==> config.mk <==
export PLATFORM = sky130hd
export DESIGN_NAME = ifeu_top
export DESIGN_NICKNAME = d
export VERILOG_FILES = /design/src/rtl/ifeu_pkg.sv /design/src/rtl/ifeu_holdoff.sv /design/src/rtl/ifeu_top.sv
export SDC_FILE = /design/constraint.sdc
export NUM_CORES = 1
export LEC_CHECK = 0
export BUFFER_PORTS_ARGS = -buffer_cell sky130_fd_sc_hd__clkbuf_2
export CAP_MARGIN = 40
export CELL_PAD_IN_SITES_DETAIL_PLACEMENT = 1
export CELL_PAD_IN_SITES_GLOBAL_PLACEMENT = 2
export CORE_MARGIN = 3
export CORE_UTILIZATION = 39
export CTS_BUF_LIST = sky130_fd_sc_hd__clkbuf_8
export DETAILED_ROUTE_END_ITERATION = 10
export HOLD_SLACK_MARGIN = 0.1
export PLACE_DENSITY = 0.92
export SLEW_MARGIN = 5
export SYNTH_ARGS = -nofsm -noshare
export SYNTH_HDL_FRONTEND = slang
export SYNTH_SLANG_ARGS = --single-unit
==> constraint.sdc <==
create_clock -name clk_sys -period 6.3 [get_ports clk_sys]
set_input_delay 1.89 -clock clk_sys [delete_from_list [all_inputs] [get_ports clk_sys]]
set_output_delay 1.89 -clock clk_sys [all_outputs]
set_load 0.02 [all_outputs]
==> src/rtl/ifeu_pkg.sv <==
package ifeu_pkg;
    localparam logic [11:0] ADDR_CTL = 12'h000;
    localparam logic [11:0] ADDR_FLAG = 12'h004;
    localparam logic [11:0] ADDR_EN = 12'h008;
    localparam logic [31:0] RST_ZERO = 32'h0000_0000;
    localparam int BIT_SOFT = 31;
    localparam int BIT_READY = 30;
    localparam int BIT_PHYB = 27;
    localparam int BIT_PHYA = 26;
    localparam int BIT_TIMER = 19;
    localparam int BIT_POWER = 17;
    localparam int BIT_BRIDGE = 14;
    localparam int BIT_CORE = 0;
    // sticky flags, cleared by writing one
    localparam logic [31:0] MASK_STICKY = 32'hC00A_0000;
    // flags that mirror a source level
    localparam logic [31:0] MASK_MIRROR = 32'h0C00_4001;
    localparam logic [31:0] MASK_EN = 32'hCC0A_4001;
    localparam logic [31:0] MASK_POWER = 32'h0002_0000;
    localparam int CTL_MODE = 0;
    localparam int CTL_POL = 4;
    localparam int CTL_PINEN = 8;
    localparam int CTL_STAT = 12;
    localparam int CTL_HSTAT = 13;
    localparam int CTL_HCLR = 14;
    localparam int CTL_HOLD_LO = 24;
    localparam int CTL_HOLD_HI = 31;
    localparam logic [15:0] TIMER_ALL_ONES = 16'hFFFF;
    localparam logic [15:0] TIMER_ZERO = 16'h0000;
    localparam int CLK_MHZ = 250;
    localparam int UNIT_US = 10;
    localparam logic [11:0] UNIT_CYCLES = 12'(UNIT_US * CLK_MHZ);
    localparam logic [7:0] HOLD_OFF = 8'h00;
    localparam logic [31:0] ERR_DATA = 32'h0000_0000;
endpackage

==> src/rtl/ifeu_holdoff.sv <==
`timescale 1ns/100ps
`default_nettype none
module ifeu_holdoff
    import ifeu_pkg::*;
(
    input wire logic clk_sys,
    input wire logic rstnSync,
    input wire logic clkEn,
    input wire logic [7:0] interval,
    input wire logic restart,
    input wire logic lineFall,
    output logic active
);
    logic [11:0] tick;
    logic [7:0] units;

    // interval starts when the line drops; zero interval cancels it
    always_ff @(posedge clk_sys or negedge rstnSync) begin
        if (!rstnSync) begin
            active <= 1'b0;
            units <= HOLD_OFF;
            tick <= 12'h000;
        end else if (clkEn) begin
            if (interval == HOLD_OFF) begin
                active <= 1'b0;
                units <= HOLD_OFF;
                tick <= 12'h000;
            end else if (restart || lineFall) begin
                active <= 1'b1;
                units <= interval;
                tick <= UNIT_CYCLES - 12'h001;
            end else if (active) begin
                if (tick != 12'h000) begin
                    tick <= tick - 12'h001;
                end else if (units == 8'h01) begin
                    active <= 1'b0;
                end else begin
                    units <= units - 8'h01;
                    tick <= UNIT_CYCLES - 12'h001;
                end
            end
        end
    end
endmodule
`default_nettype wire

==> src/rtl/ifeu_top.sv <==
`timescale 1ns/100ps
`default_nettype none
module ifeu_top
    import ifeu_pkg::*;
(
    input wire logic clk_sys,
    input wire logic rstn,
    input wire logic clkEn,
    input wire logic psel,
    input wire logic penable,
    input wire logic pwrite,
    input wire logic [11:0] paddr,
    input wire logic [31:0] pwdata,
    input wire logic [3:0] pstrb,
    output logic [31:0] prdata,
    output logic pready,
    output logic pslverr,
    input wire logic firstPhyEvent,
    input wire logic secondPhyEvent,
    input wire logic bridgeEvent,
    input wire logic fieldbusCoreEvent,
    input wire logic [15:0] timerCount,
    input wire logic powerEvent,
    output logic irqOut,
    output logic irqOutEn
);
    ////////////////////////////////////////////////////////////////////////
    logic rstnMeta, rstnSync;
    logic [31:0] flags, enables;
    logic [7:0] holdoffInterval;
    logic pinOutputEnable, pinActiveLevel, pinDriveMode;
    logic holdoffRestart, holdoffActive;
    logic readyPending;
    logic [15:0] timerPrev;
    logic lineStatus, powerLine, otherLine, otherPrev, pinAssert;
    logic wrAcc, knownAddr;
    logic [31:0] wmask, next_flags, ctlRead;

    function automatic logic [31:0] laneMask(input logic [3:0] s);
        return {{8{s[3]}}, {8{s[2]}}, {8{s[1]}}, {8{s[0]}}};
    endfunction

    function automatic logic isMapped(input logic [11:0] a);
        return a == ADDR_CTL || a == ADDR_FLAG || a == ADDR_EN;
    endfunction

    // reset released through two stages
    always_ff @(posedge clk_sys or negedge rstn) begin
        if (!rstn) begin
            rstnMeta <= 1'b0;
            rstnSync <= 1'b0;
        end else begin
            rstnMeta <= 1'b1;
            rstnSync <= rstnMeta;
        end
    end

    ////////////////////////////////////////////////////////////////////////
    // apb slave: zero wait states, unmapped address answers with pslverr
    assign pready = 1'b1;
    assign knownAddr = isMapped(paddr);
    assign wrAcc = clkEn && psel && penable && pwrite && knownAddr;
    assign wmask = laneMask(pstrb);
    assign pslverr = psel && penable && !knownAddr;

    always_comb begin
        ctlRead = RST_ZERO;
        ctlRead[CTL_HOLD_HI:CTL_HOLD_LO] = holdoffInterval;
        ctlRead[CTL_HSTAT] = holdoffActive;
        ctlRead[CTL_STAT] = lineStatus;
        ctlRead[CTL_PINEN] = pinOutputEnable;
        ctlRead[CTL_POL] = pinActiveLevel;
        ctlRead[CTL_MODE] = pinDriveMode;
    end

    always_ff @(posedge clk_sys or negedge rstnSync) begin
        if (!rstnSync) begin
            prdata <= RST_ZERO;
        end else if (clkEn && psel && !penable && !pwrite) begin
            unique case (paddr)
                ADDR_CTL: prdata <= ctlRead;
                ADDR_FLAG: prdata <= flags;
                ADDR_EN: prdata <= enables;
                default: prdata <= ERR_DATA;
            endcase
        end
    end

    ////////////////////////////////////////////////////////////////////////
    // control register
    always_ff @(posedge clk_sys or negedge rstnSync) begin
        if (!rstnSync) begin
            holdoffInterval <= HOLD_OFF;
            pinOutputEnable <= 1'b0;
            pinActiveLevel <= 1'b0;
            pinDriveMode <= 1'b0;
            holdoffRestart <= 1'b0;
        end else if (clkEn) begin
            holdoffRestart <= 1'b0;
            if (wrAcc && paddr == ADDR_CTL) begin
                if (pstrb[3]) begin
                    holdoffInterval <= pwdata[CTL_HOLD_HI:CTL_HOLD_LO];
                end
                if (pstrb[1]) begin
                    pinOutputEnable <= pwdata[CTL_PINEN];
                    holdoffRestart <= pwdata[CTL_HCLR];
                end
                if (pstrb[0]) begin
                    pinActiveLevel <= pwdata[CTL_POL];
                    pinDriveMode <= pwdata[CTL_MODE];
                end
            end
        end
    end

    // enable register; reserved bits stay zero
    always_ff @(posedge clk_sys or negedge rstnSync) begin
        if (!rstnSync) begin
            enables <= RST_ZERO;
        end else if (clkEn && wrAcc && paddr == ADDR_EN) begin
            enables <= (enables & ~wmask) | (pwdata & wmask & MASK_EN);
        end
    end

    ////////////////////////////////////////////////////////////////////////
    // flags: set wins over a write-one clear
    always_comb begin
        next_flags = flags;
        if (wrAcc && paddr == ADDR_FLAG) begin
            next_flags = flags & ~(pwdata & wmask & MASK_STICKY);
        end
        next_flags[BIT_SOFT] = next_flags[BIT_SOFT] | enables[BIT_SOFT];
        next_flags[BIT_READY] = next_flags[BIT_READY] | readyPending;
        if (timerPrev == TIMER_ZERO && timerCount == TIMER_ALL_ONES) begin
            next_flags[BIT_TIMER] = 1'b1;
        end
        next_flags[BIT_POWER] = next_flags[BIT_POWER] | powerEvent;
        next_flags[BIT_PHYB] = secondPhyEvent;
        next_flags[BIT_PHYA] = firstPhyEvent;
        next_flags[BIT_BRIDGE] = bridgeEvent;
        next_flags[BIT_CORE] = fieldbusCoreEvent;
    end

    always_ff @(posedge clk_sys or negedge rstnSync) begin
        if (!rstnSync) begin
            flags <= RST_ZERO;
            readyPending <= 1'b1;
            timerPrev <= TIMER_ZERO;
        end else if (clkEn) begin
            flags <= next_flags;
            readyPending <= 1'b0;
            timerPrev <= timerCount;
        end
    end

    ////////////////////////////////////////////////////////////////////////
    // internal line and pin
    assign lineStatus = |(flags & enables);
    assign powerLine = |(flags & enables & MASK_POWER);
    assign otherLine = |(flags & enables & ~MASK_POWER);

    always_ff @(posedge clk_sys or negedge rstnSync) begin
        if (!rstnSync) begin
            otherPrev <= 1'b0;
        end else if (clkEn) begin
            otherPrev <= otherLine;
        end
    end

    ifeu_holdoff uHoldoff (
        .clk_sys(clk_sys),
        .rstnSync(rstnSync),
        .clkEn(clkEn),
        .interval(holdoffInterval),
        .restart(holdoffRestart),
        .lineFall(otherPrev && !otherLine),
        .active(holdoffActive)
    );

    // power event skips the interval
    assign pinAssert = pinOutputEnable &&
        (powerLine || (otherLine && !holdoffActive));

    always_ff @(posedge clk_sys or negedge rstnSync) begin
        if (!rstnSync) begin
            irqOut <= 1'b1;
            irqOutEn <= 1'b0;
        end else if (clkEn) begin
            if (!pinDriveMode) begin
                irqOut <= 1'b0;
                irqOutEn <= pinAssert;
            end else begin
                irqOut <= pinAssert ~^ pinActiveLevel;
                irqOutEn <= 1'b1;
            end
        end
    end

    ////////////////////////////////////////////////////////////////////////
    AST_SOFT: assert property (@(posedge clk_sys)
        disable iff (!rstnSync)
        clkEn && enables[BIT_SOFT] |=> flags[BIT_SOFT])
        else $error("soft flag not raised");
    AST_READY: assert property (@(posedge clk_sys)
        disable iff (!rstnSync)
        $rose(rstnSync) |-> ##[0:3] flags[BIT_READY])
        else $error("ready flag missing");
    AST_TIMER: assert property (@(posedge clk_sys)
        disable iff (!rstnSync)
        clkEn && timerPrev == TIMER_ZERO && timerCount == TIMER_ALL_ONES
        |=> flags[BIT_TIMER])
        else $error("timer wrap lost");
    AST_MIRROR: assert property (@(posedge clk_sys)
        disable iff (!rstnSync)
        clkEn |=> flags[BIT_PHYA] == $past(firstPhyEvent))
        else $error("phy flag mismatch");
    AST_PHYB: assert property (@(posedge clk_sys)
        disable iff (!rstnSync)
        clkEn |=> flags[BIT_PHYB] == $past(secondPhyEvent))
        else $error("second phy flag mismatch");
    AST_BRIDGE: assert property (@(posedge clk_sys)
        disable iff (!rstnSync)
        clkEn |=> flags[BIT_BRIDGE] == $past(bridgeEvent))
        else $error("bridge flag mismatch");
    AST_CORE: assert property (@(posedge clk_sys)
        disable iff (!rstnSync)
        clkEn |=> flags[BIT_CORE] == $past(fieldbusCoreEvent))
        else $error("core flag mismatch");
    AST_POWSET: assert property (@(posedge clk_sys)
        disable iff (!rstnSync)
        clkEn && powerEvent |=> flags[BIT_POWER])
        else $error("power flag not raised");
    AST_RESERVED: assert property (@(posedge clk_sys)
        disable iff (!rstnSync)
        (flags & ~(MASK_STICKY | MASK_MIRROR)) == RST_ZERO
        && (enables & ~MASK_EN) == RST_ZERO)
        else $error("reserved bit set");
    AST_STATUS: assert property (@(posedge clk_sys)
        disable iff (!rstnSync)
        clkEn && psel && !penable && !pwrite && paddr == ADDR_CTL
        |=> prdata[CTL_STAT] == $past(|(flags & enables)))
        else $error("status wrong");
    AST_RDFLAG: assert property (@(posedge clk_sys)
        disable iff (!rstnSync)
        clkEn && psel && !penable && !pwrite && paddr == ADDR_FLAG
        |=> prdata == $past(flags))
        else $error("flag readback wrong");
    AST_RDEN: assert property (@(posedge clk_sys)
        disable iff (!rstnSync)
        clkEn && psel && !penable && !pwrite && paddr == ADDR_EN
        |=> prdata == $past(enables))
        else $error("enable readback wrong");
    AST_PINOFF: assert property (@(posedge clk_sys)
        disable iff (!rstnSync)
        clkEn && !pinOutputEnable && !pinDriveMode |=> !irqOutEn)
        else $error("pin driven while off");
    AST_POWER: assert property (@(posedge clk_sys)
        disable iff (!rstnSync)
        clkEn && pinOutputEnable && powerLine && pinDriveMode
        |=> irqOut == $past(pinActiveLevel))
        else $error("power irq held off");
    AST_HOLD: assert property (@(posedge clk_sys)
        disable iff (!rstnSync)
        clkEn && pinDriveMode && holdoffActive && !powerLine
        |=> irqOut == !$past(pinActiveLevel))
        else $error("irq leaked through holdoff");
    AST_OPENDRAIN: assert property (@(posedge clk_sys)
        disable iff (!rstnSync)
        clkEn && !pinDriveMode |=> !irqOut)
        else $error("open drain pin not low");
    AST_PUSHPULL: assert property (@(posedge clk_sys)
        disable iff (!rstnSync)
        clkEn && pinDriveMode |=> irqOutEn)
        else $error("push pull pin not driven");
    AST_STICKY: assert property (@(posedge clk_sys)
        disable iff (!rstnSync)
        clkEn && flags[BIT_TIMER] && !(wrAcc && paddr == ADDR_FLAG)
        |=> flags[BIT_TIMER])
        else $error("sticky flag lost");
    AST_CLEAR: assert property (@(posedge clk_sys)
        disable iff (!rstnSync)
        clkEn && wrAcc && paddr == ADDR_FLAG && pwdata[BIT_TIMER]
        && wmask[BIT_TIMER] && timerPrev != TIMER_ZERO |=> !flags[BIT_TIMER])
        else $error("write one did not clear");
    AST_WRZERO: assert property (@(posedge clk_sys)
        disable iff (!rstnSync)
        clkEn && flags[BIT_POWER] && !(wrAcc && paddr == ADDR_FLAG
        && pwdata[BIT_POWER] && wmask[BIT_POWER]) |=> flags[BIT_POWER])
        else $error("flag lost without write one");
    COV_PIN: cover property (@(posedge clk_sys) irqOutEn && !irqOut);
    COV_HOLD: cover property (@(posedge clk_sys) holdoffActive);
    COV_CLR: cover property (@(posedge clk_sys) wrAcc && paddr == ADDR_FLAG);
    COV_POWER: cover property (@(posedge clk_sys)
        powerLine && holdoffActive && irqOut);
    COV_FREEZE: cover property (@(posedge clk_sys) !clkEn && psel && penable);
endmodule
`default_nettype wire

# [Word level (Yosys, flattened, before mapping)]
# Cells that the tools add are included.
# W data, S select, Z words.
[classes] n_bitwise=11 n_lt_le_gt_ge=0 n_eq_ne=7 div_mod_pow=0 n_mux=22 mul=0 addsub=2 shift=0 n_reduce_logical=40
[op_table] op="$and A32 B32 Y32" count=4
[op_table] op="$pmux W32 S3" count=1
[op_table] op="$not A32 Y32" count=2
[op_table] op="$mux W12" count=5
[op_table] op="$mux W8" count=5
[op_table] op="$mux W32" count=1
[op_table] op="$or A32 B32 Y32" count=1
[op_table] op="$reduce_or A32 Y1" count=1
[op_table] op="$reduce_or A31 Y1" count=1
[op_table] op="$eq A16 B16 Y1 const B" count=1
[op_table] op="$logic_and A1 B1 Y1" count=16
[op_table] op="$logic_not A16 Y1" count=1
[op_table] op="$eq A12 B3 Y1 const B" count=1
[op_table] op="$eq A12 B4 Y1 const B" count=1
[op_table] op="$logic_not A12 Y1" count=1
[op_table] op="$reduce_and A3 Y1" count=4
[op_table] op="$reduce_bool A12 Y1" count=1
[op_table] op="$sub A12 B1 Y12 const B" count=1
[op_table] op="$mux W1" count=10
[op_table] op="$eq A8 B1 Y1 const B" count=1
[op_table] op="$logic_not A8 Y1" count=1
[op_table] op="$sub A8 B1 Y8 const B" count=1
[op_table] op="$ne A3 B1 Y1 const B" count=2
[op_table] op="$logic_not A1 Y1" count=5
[op_table] op="other kinds (8)" count=14
[totals] elab_cells=102 romBits=0 ram_bits=0 latch_bits=0 out_inout_bits=36 n_memories=0 input_bits=75 ff_bits=151

# [Logic depth before layout (Yosys ltp)]
[depth] word_depth=7 depth_mapped=8 depth_no_buf=7

# [Modules after synthesis]
# From an unflattened synthesis, not the netlist that was laid out.
[hier_totals] hier_cells=490 hier_area_um2=5657.9
[modules_own_cells] module="ifeu_top" seq_area_each_um2=2655.0 n_inst=1 cells_per_inst=329 area_per_inst_um2=4240.3
[modules_own_cells] module="ifeu_holdoff" seq_area_each_um2=525.5 n_inst=1 cells_per_inst=161 area_per_inst_um2=1417.6

# [Worst setup path before layout]
# OpenSTA, ideal clock, no wires.
[synth_timing] path_type="input to output" from="input paddr[7]" to="output pslverr" arrival_time_ns=2.580 required_time_ns=4.410 setup_slack_ns=1.830 n_path_buf=0 cell_stages=4 path_cell_list="nor4_1 > nand3_1 > a21oi_1 > nor2_1"
[synth_between] elab_chain_cells=5 word_cells_on_any_way=7 cone_classes="eq/ne (2); reduce/logical (5)"
[synth_rtl] item="from (decl)" line_no="ifeu_top.sv:12" source="input wire logic [11:0] paddr,"
[synth_rtl] item="$eq A12 B3 Y1 or $logic_not A12 Y1 (tied branches)" line_no="ifeu_top.sv:44" source="return a == ADDR_CTL || a == ADDR_FLAG || a == ADDR_EN;"
[synth_rtl] item="$logic_or A1 B1 Y1" line_no="ifeu_top.sv:44"
[synth_rtl] item="$logic_or A1 B1 Y1 (*)" line_no="ifeu_top.sv:44"
[synth_rtl] item="$logic_not A1 Y1 (*)" line_no="ifeu_top.sv:64" source="assign pslverr = psel && penable && !knownAddr;"
[synth_rtl] item="$logic_and A1 B1 Y1 (*)" line_no="ifeu_top.sv:64"
[synth_rtl] item="to (decl)" line_no="ifeu_top.sv:17" source="output logic pslverr,"
# Every way passes the cells marked *; elsewhere a longest branch is shown, timed or not.

# [Final worst setup path]
# Same ends and word-level chain as after synthesis.

==> impl_metrics.json <==
{
  "cts.clk_slew.worst_paths_ns": 0.07,
  "ys_seq_elements": 127,
  "layout_commonest_cell": "dfrtp_1",
  "cts_buffers": 17,
  "drtAntennaViolNets": 0,
  "r2r-start": "flags[14]$_DFFE_PN0P_",
  "synth_warnings": 0,
  "dp_hpwl_mm": 10.6,
  "fp.dieArea_um2": 15800,
  "dr.pass1.iters": 5,
  "layout.nets": 679,
  "worst_hold_slack_ns": 0.185,
  "period_share": 0.773,
  "ys.flop_type": "dfrtp_1",
  "clockRootBuffer": "clkbuf_8",
  "antenna_cells": 0,
  "core_area_um2": 13900,
  "regArea_um2": 3180,
  "outcome": "finished, final reports clean",
  "worstPathArrival_ns": 2.98,
  "path_class": "in2out",
  "p_leak_nw": 3.15,
  "netlist_area_um2": 5600,
  "holdBufCountCts": 0,
  "start_util": 0.402,
  "drc": 0,
  "mostFrequentLayoutCells": "dfrtp_1 (124), clkbuf_2 (91), nand2_1 (72)",
  "post-route-min-period_ns": 4.87,
  "gp_congestion": 0.813,
  "ys_seq_area_frac": 0.568,
  "fin_ws_ns": 1.43,
  "die_h_um": 126,
  "async_flop_share": 1.00,
  "clock_sinks": 127,
  "reg2reg_to": "uHoldoff.units[0]$_DFFE_PN0P_",
  "critPathCaptureType": "output port",
  "setup_violations": 0,
  "finalClockSkew_ns": 0.0130,
  "antenna_found_initial": 0,
  "layout-drive-gt1-share": 0.290,
  "grt_pass1_vias": 4698,
  "max_freq_mhz": 205,
  "drt-initial-drc-count": 239,
  "rrSetupSlack_ns": 3.78,
  "grt_pass1_wl_mm": 24.7,
  "power_density_nw_per_um2": 238,
  "synth_cells": 503,
  "grt_max_degree": 58,
  "slew_viol_final": 0,
  "area_growth_pct": 18.4,
  "critPathRequiredTime_ns": 4.41,
  "critPathLaunchType": "input port",
  "fill_cells": 1569,
  "io_buffers": 91,
  "avgSynthCellArea_um2": 11.1,
  "rsz0062_at_grt": "no",
  "wl_per_cell_um": 18.5,
  "boundaryPins": 111,
  "slew_headroom": 0.352,
  "ys_types": 63,
  "ctsLongestPathBuffers": 2,
  "vias": 4388,
  "final_hold_viol_count": 0,
  "fin_total_pwr_mw": 1.58,
  "multi_input_area_um2": 2290,
  "postCtsSetupRepairBufs": 0,
  "worst_pin_slew_ns": 0.963,
  "cap_viol_max_count": 0,
  "tns_ns": 0,
  "setup.worst_path.start": "paddr[7]",
  "hold_path_class": "reg2async",
  "worstRegToRegCells": 5,
  "die_w_um": 126,
  "htreeDepth": 4,
  "placementRows": 43,
  "totalWireLength_mm": 14.7,
  "grtUsageTotal": 0.193,
  "cp-endpoint": "pslverr",
  "critical_path.max_fanout": 5,
  "vdd_drop_max_mv": 0.130,
  "clock_latency_ns": 0.45,
  "cts_tree": "built",
  "routed_via_density": 5.53,
  "cts_resized": 0,
  "grt-ovfl-total": 0,
  "post-place-ws_ns": 1.45,
  "synth_enable_flop_cells": 0
}
==> cell usage after synthesis (4+ instances only) <==
cell,number,area (µm²)
nor3_1,7,35.0
nor4_1,11,68.8
clkbuf_1,16,60.1
and2_1,27,169
mux2_2,39,439
dfrtp_1,125,3130
a222oi_1,6,60.1
a22o_1,10,87.6
a31oi_1,4,25.0
nand3_1,16,80.1
and3_1,4,25.0
a21oi_1,8,40.0
ha_1,4,50.1
nand2_1,72,270
inv_1,10,37.5
a22oi_1,14,105
nor2_1,13,48.8
o21ai_0,42,210
or3_1,4,25.0
nand4_1,6,37.5
==> final cells by class <==
type | count | share of cell area
clock inverter | 15 | 0.0179
clock buffer | 17 | 0.0353
timing repair buffer | 99 | 0.0808
multi-input combinational | 345 | 0.346
tap | 180 | 0.0340
inverter | 10 | 0.00566
sequential | 127 | 0.480
==> power by group <==
| part | total (mW) | switching [mW] | internal [mW] |
|---|---|---|---|
| Sequential | 0.842 | 0.0113 | 0.831 |
| Clock | 0.647 | 0.310 | 0.337 |
| Combinational | 0.0912 | 0.0550 | 0.0362 |
| Total | 1.58 | 0.376 | 1.20 |
==> per-layer routing <==
layer / GRT usage / share of wire / vias up / wire length (µm)
li1: - / - / 2032 / -
met1: 0.241 / 0.44 / 2251 / 6450
met2: 0.330 / 0.51 / 90 / 7440
met3: 0.0505 / 0.044 / 15 / 647
met4: 0.0593 / 0.010 / 0 / 148
met5: 0 / 0 / - / 0
==> state kept, by name, indices dropped and copies added, names as in the netlist, 8 cells and up, named ones only <==
register and count:
enables 24, holdoffInterval 8, flags 8, uHoldoff.tick 12
uHoldoff.units 8, prdata 32, timerPrev 16
==> how the worst min path moves through the flow <==
stage | from | endpoint | slack (ns) | cells after the start
after floorplan | rstnMeta$_DFF_PN0_ | rstnSync$_DFF_PN0_ | 0.33 | 0
final | rstnSync$_DFF_PN0_ | timerPrev[3]$_DFFE_PN0P_ | 0.19 | 0
after detailed placement | rstnSync$_DFF_PN0_ | timerPrev[3]$_DFFE_PN0P_ | 0.18 | 0
after CTS | rstnSync$_DFF_PN0_ | timerPrev[3]$_DFFE_PN0P_ | 0.19 | 0
after global routing | rstnSync$_DFF_PN0_ | timerPrev[3]$_DFFE_PN0P_ | 0.21 | 0
after global placement | rstnMeta$_DFF_PN0_ | rstnSync$_DFF_PN0_ | 0.34 | 0
==> through the flow <==
| step | utilization | std cells | instance area (µm²) |
|---|---|---|---|
| after detailed placement | 0.450 | 761 | 6280 |
| final | 0.476 | 793 | 6630 |
| after global routing | 0.476 | 793 | 6630 |
| after global placement | 0.449 | 760 | 6250 |
| after CTS | 0.476 | 793 | 6630 |
| after floorplan | - | 504 | 5600 |
==> cells by family after synthesis <==
group,count (synthesis),synth area share
compound gates,120,0.155
xor+xnor,1,0.00156
fa+ha+maj,4,0.00894
buf+inv,32,0.0237
flops,127,0.568
mux,40,0.0802
other cells,1,0.000670
simple gates,178,0.162
==> critical path, stage by stage <==
cell and delay (ns):
clkbuf_2 0.08, nor4_1 0.27, nand3_1 0.29, a21oi_1 0.22, nor2_1 0.07, clkbuf_2 0.16
Note: power is estimated with default switching activity, not from simulation.
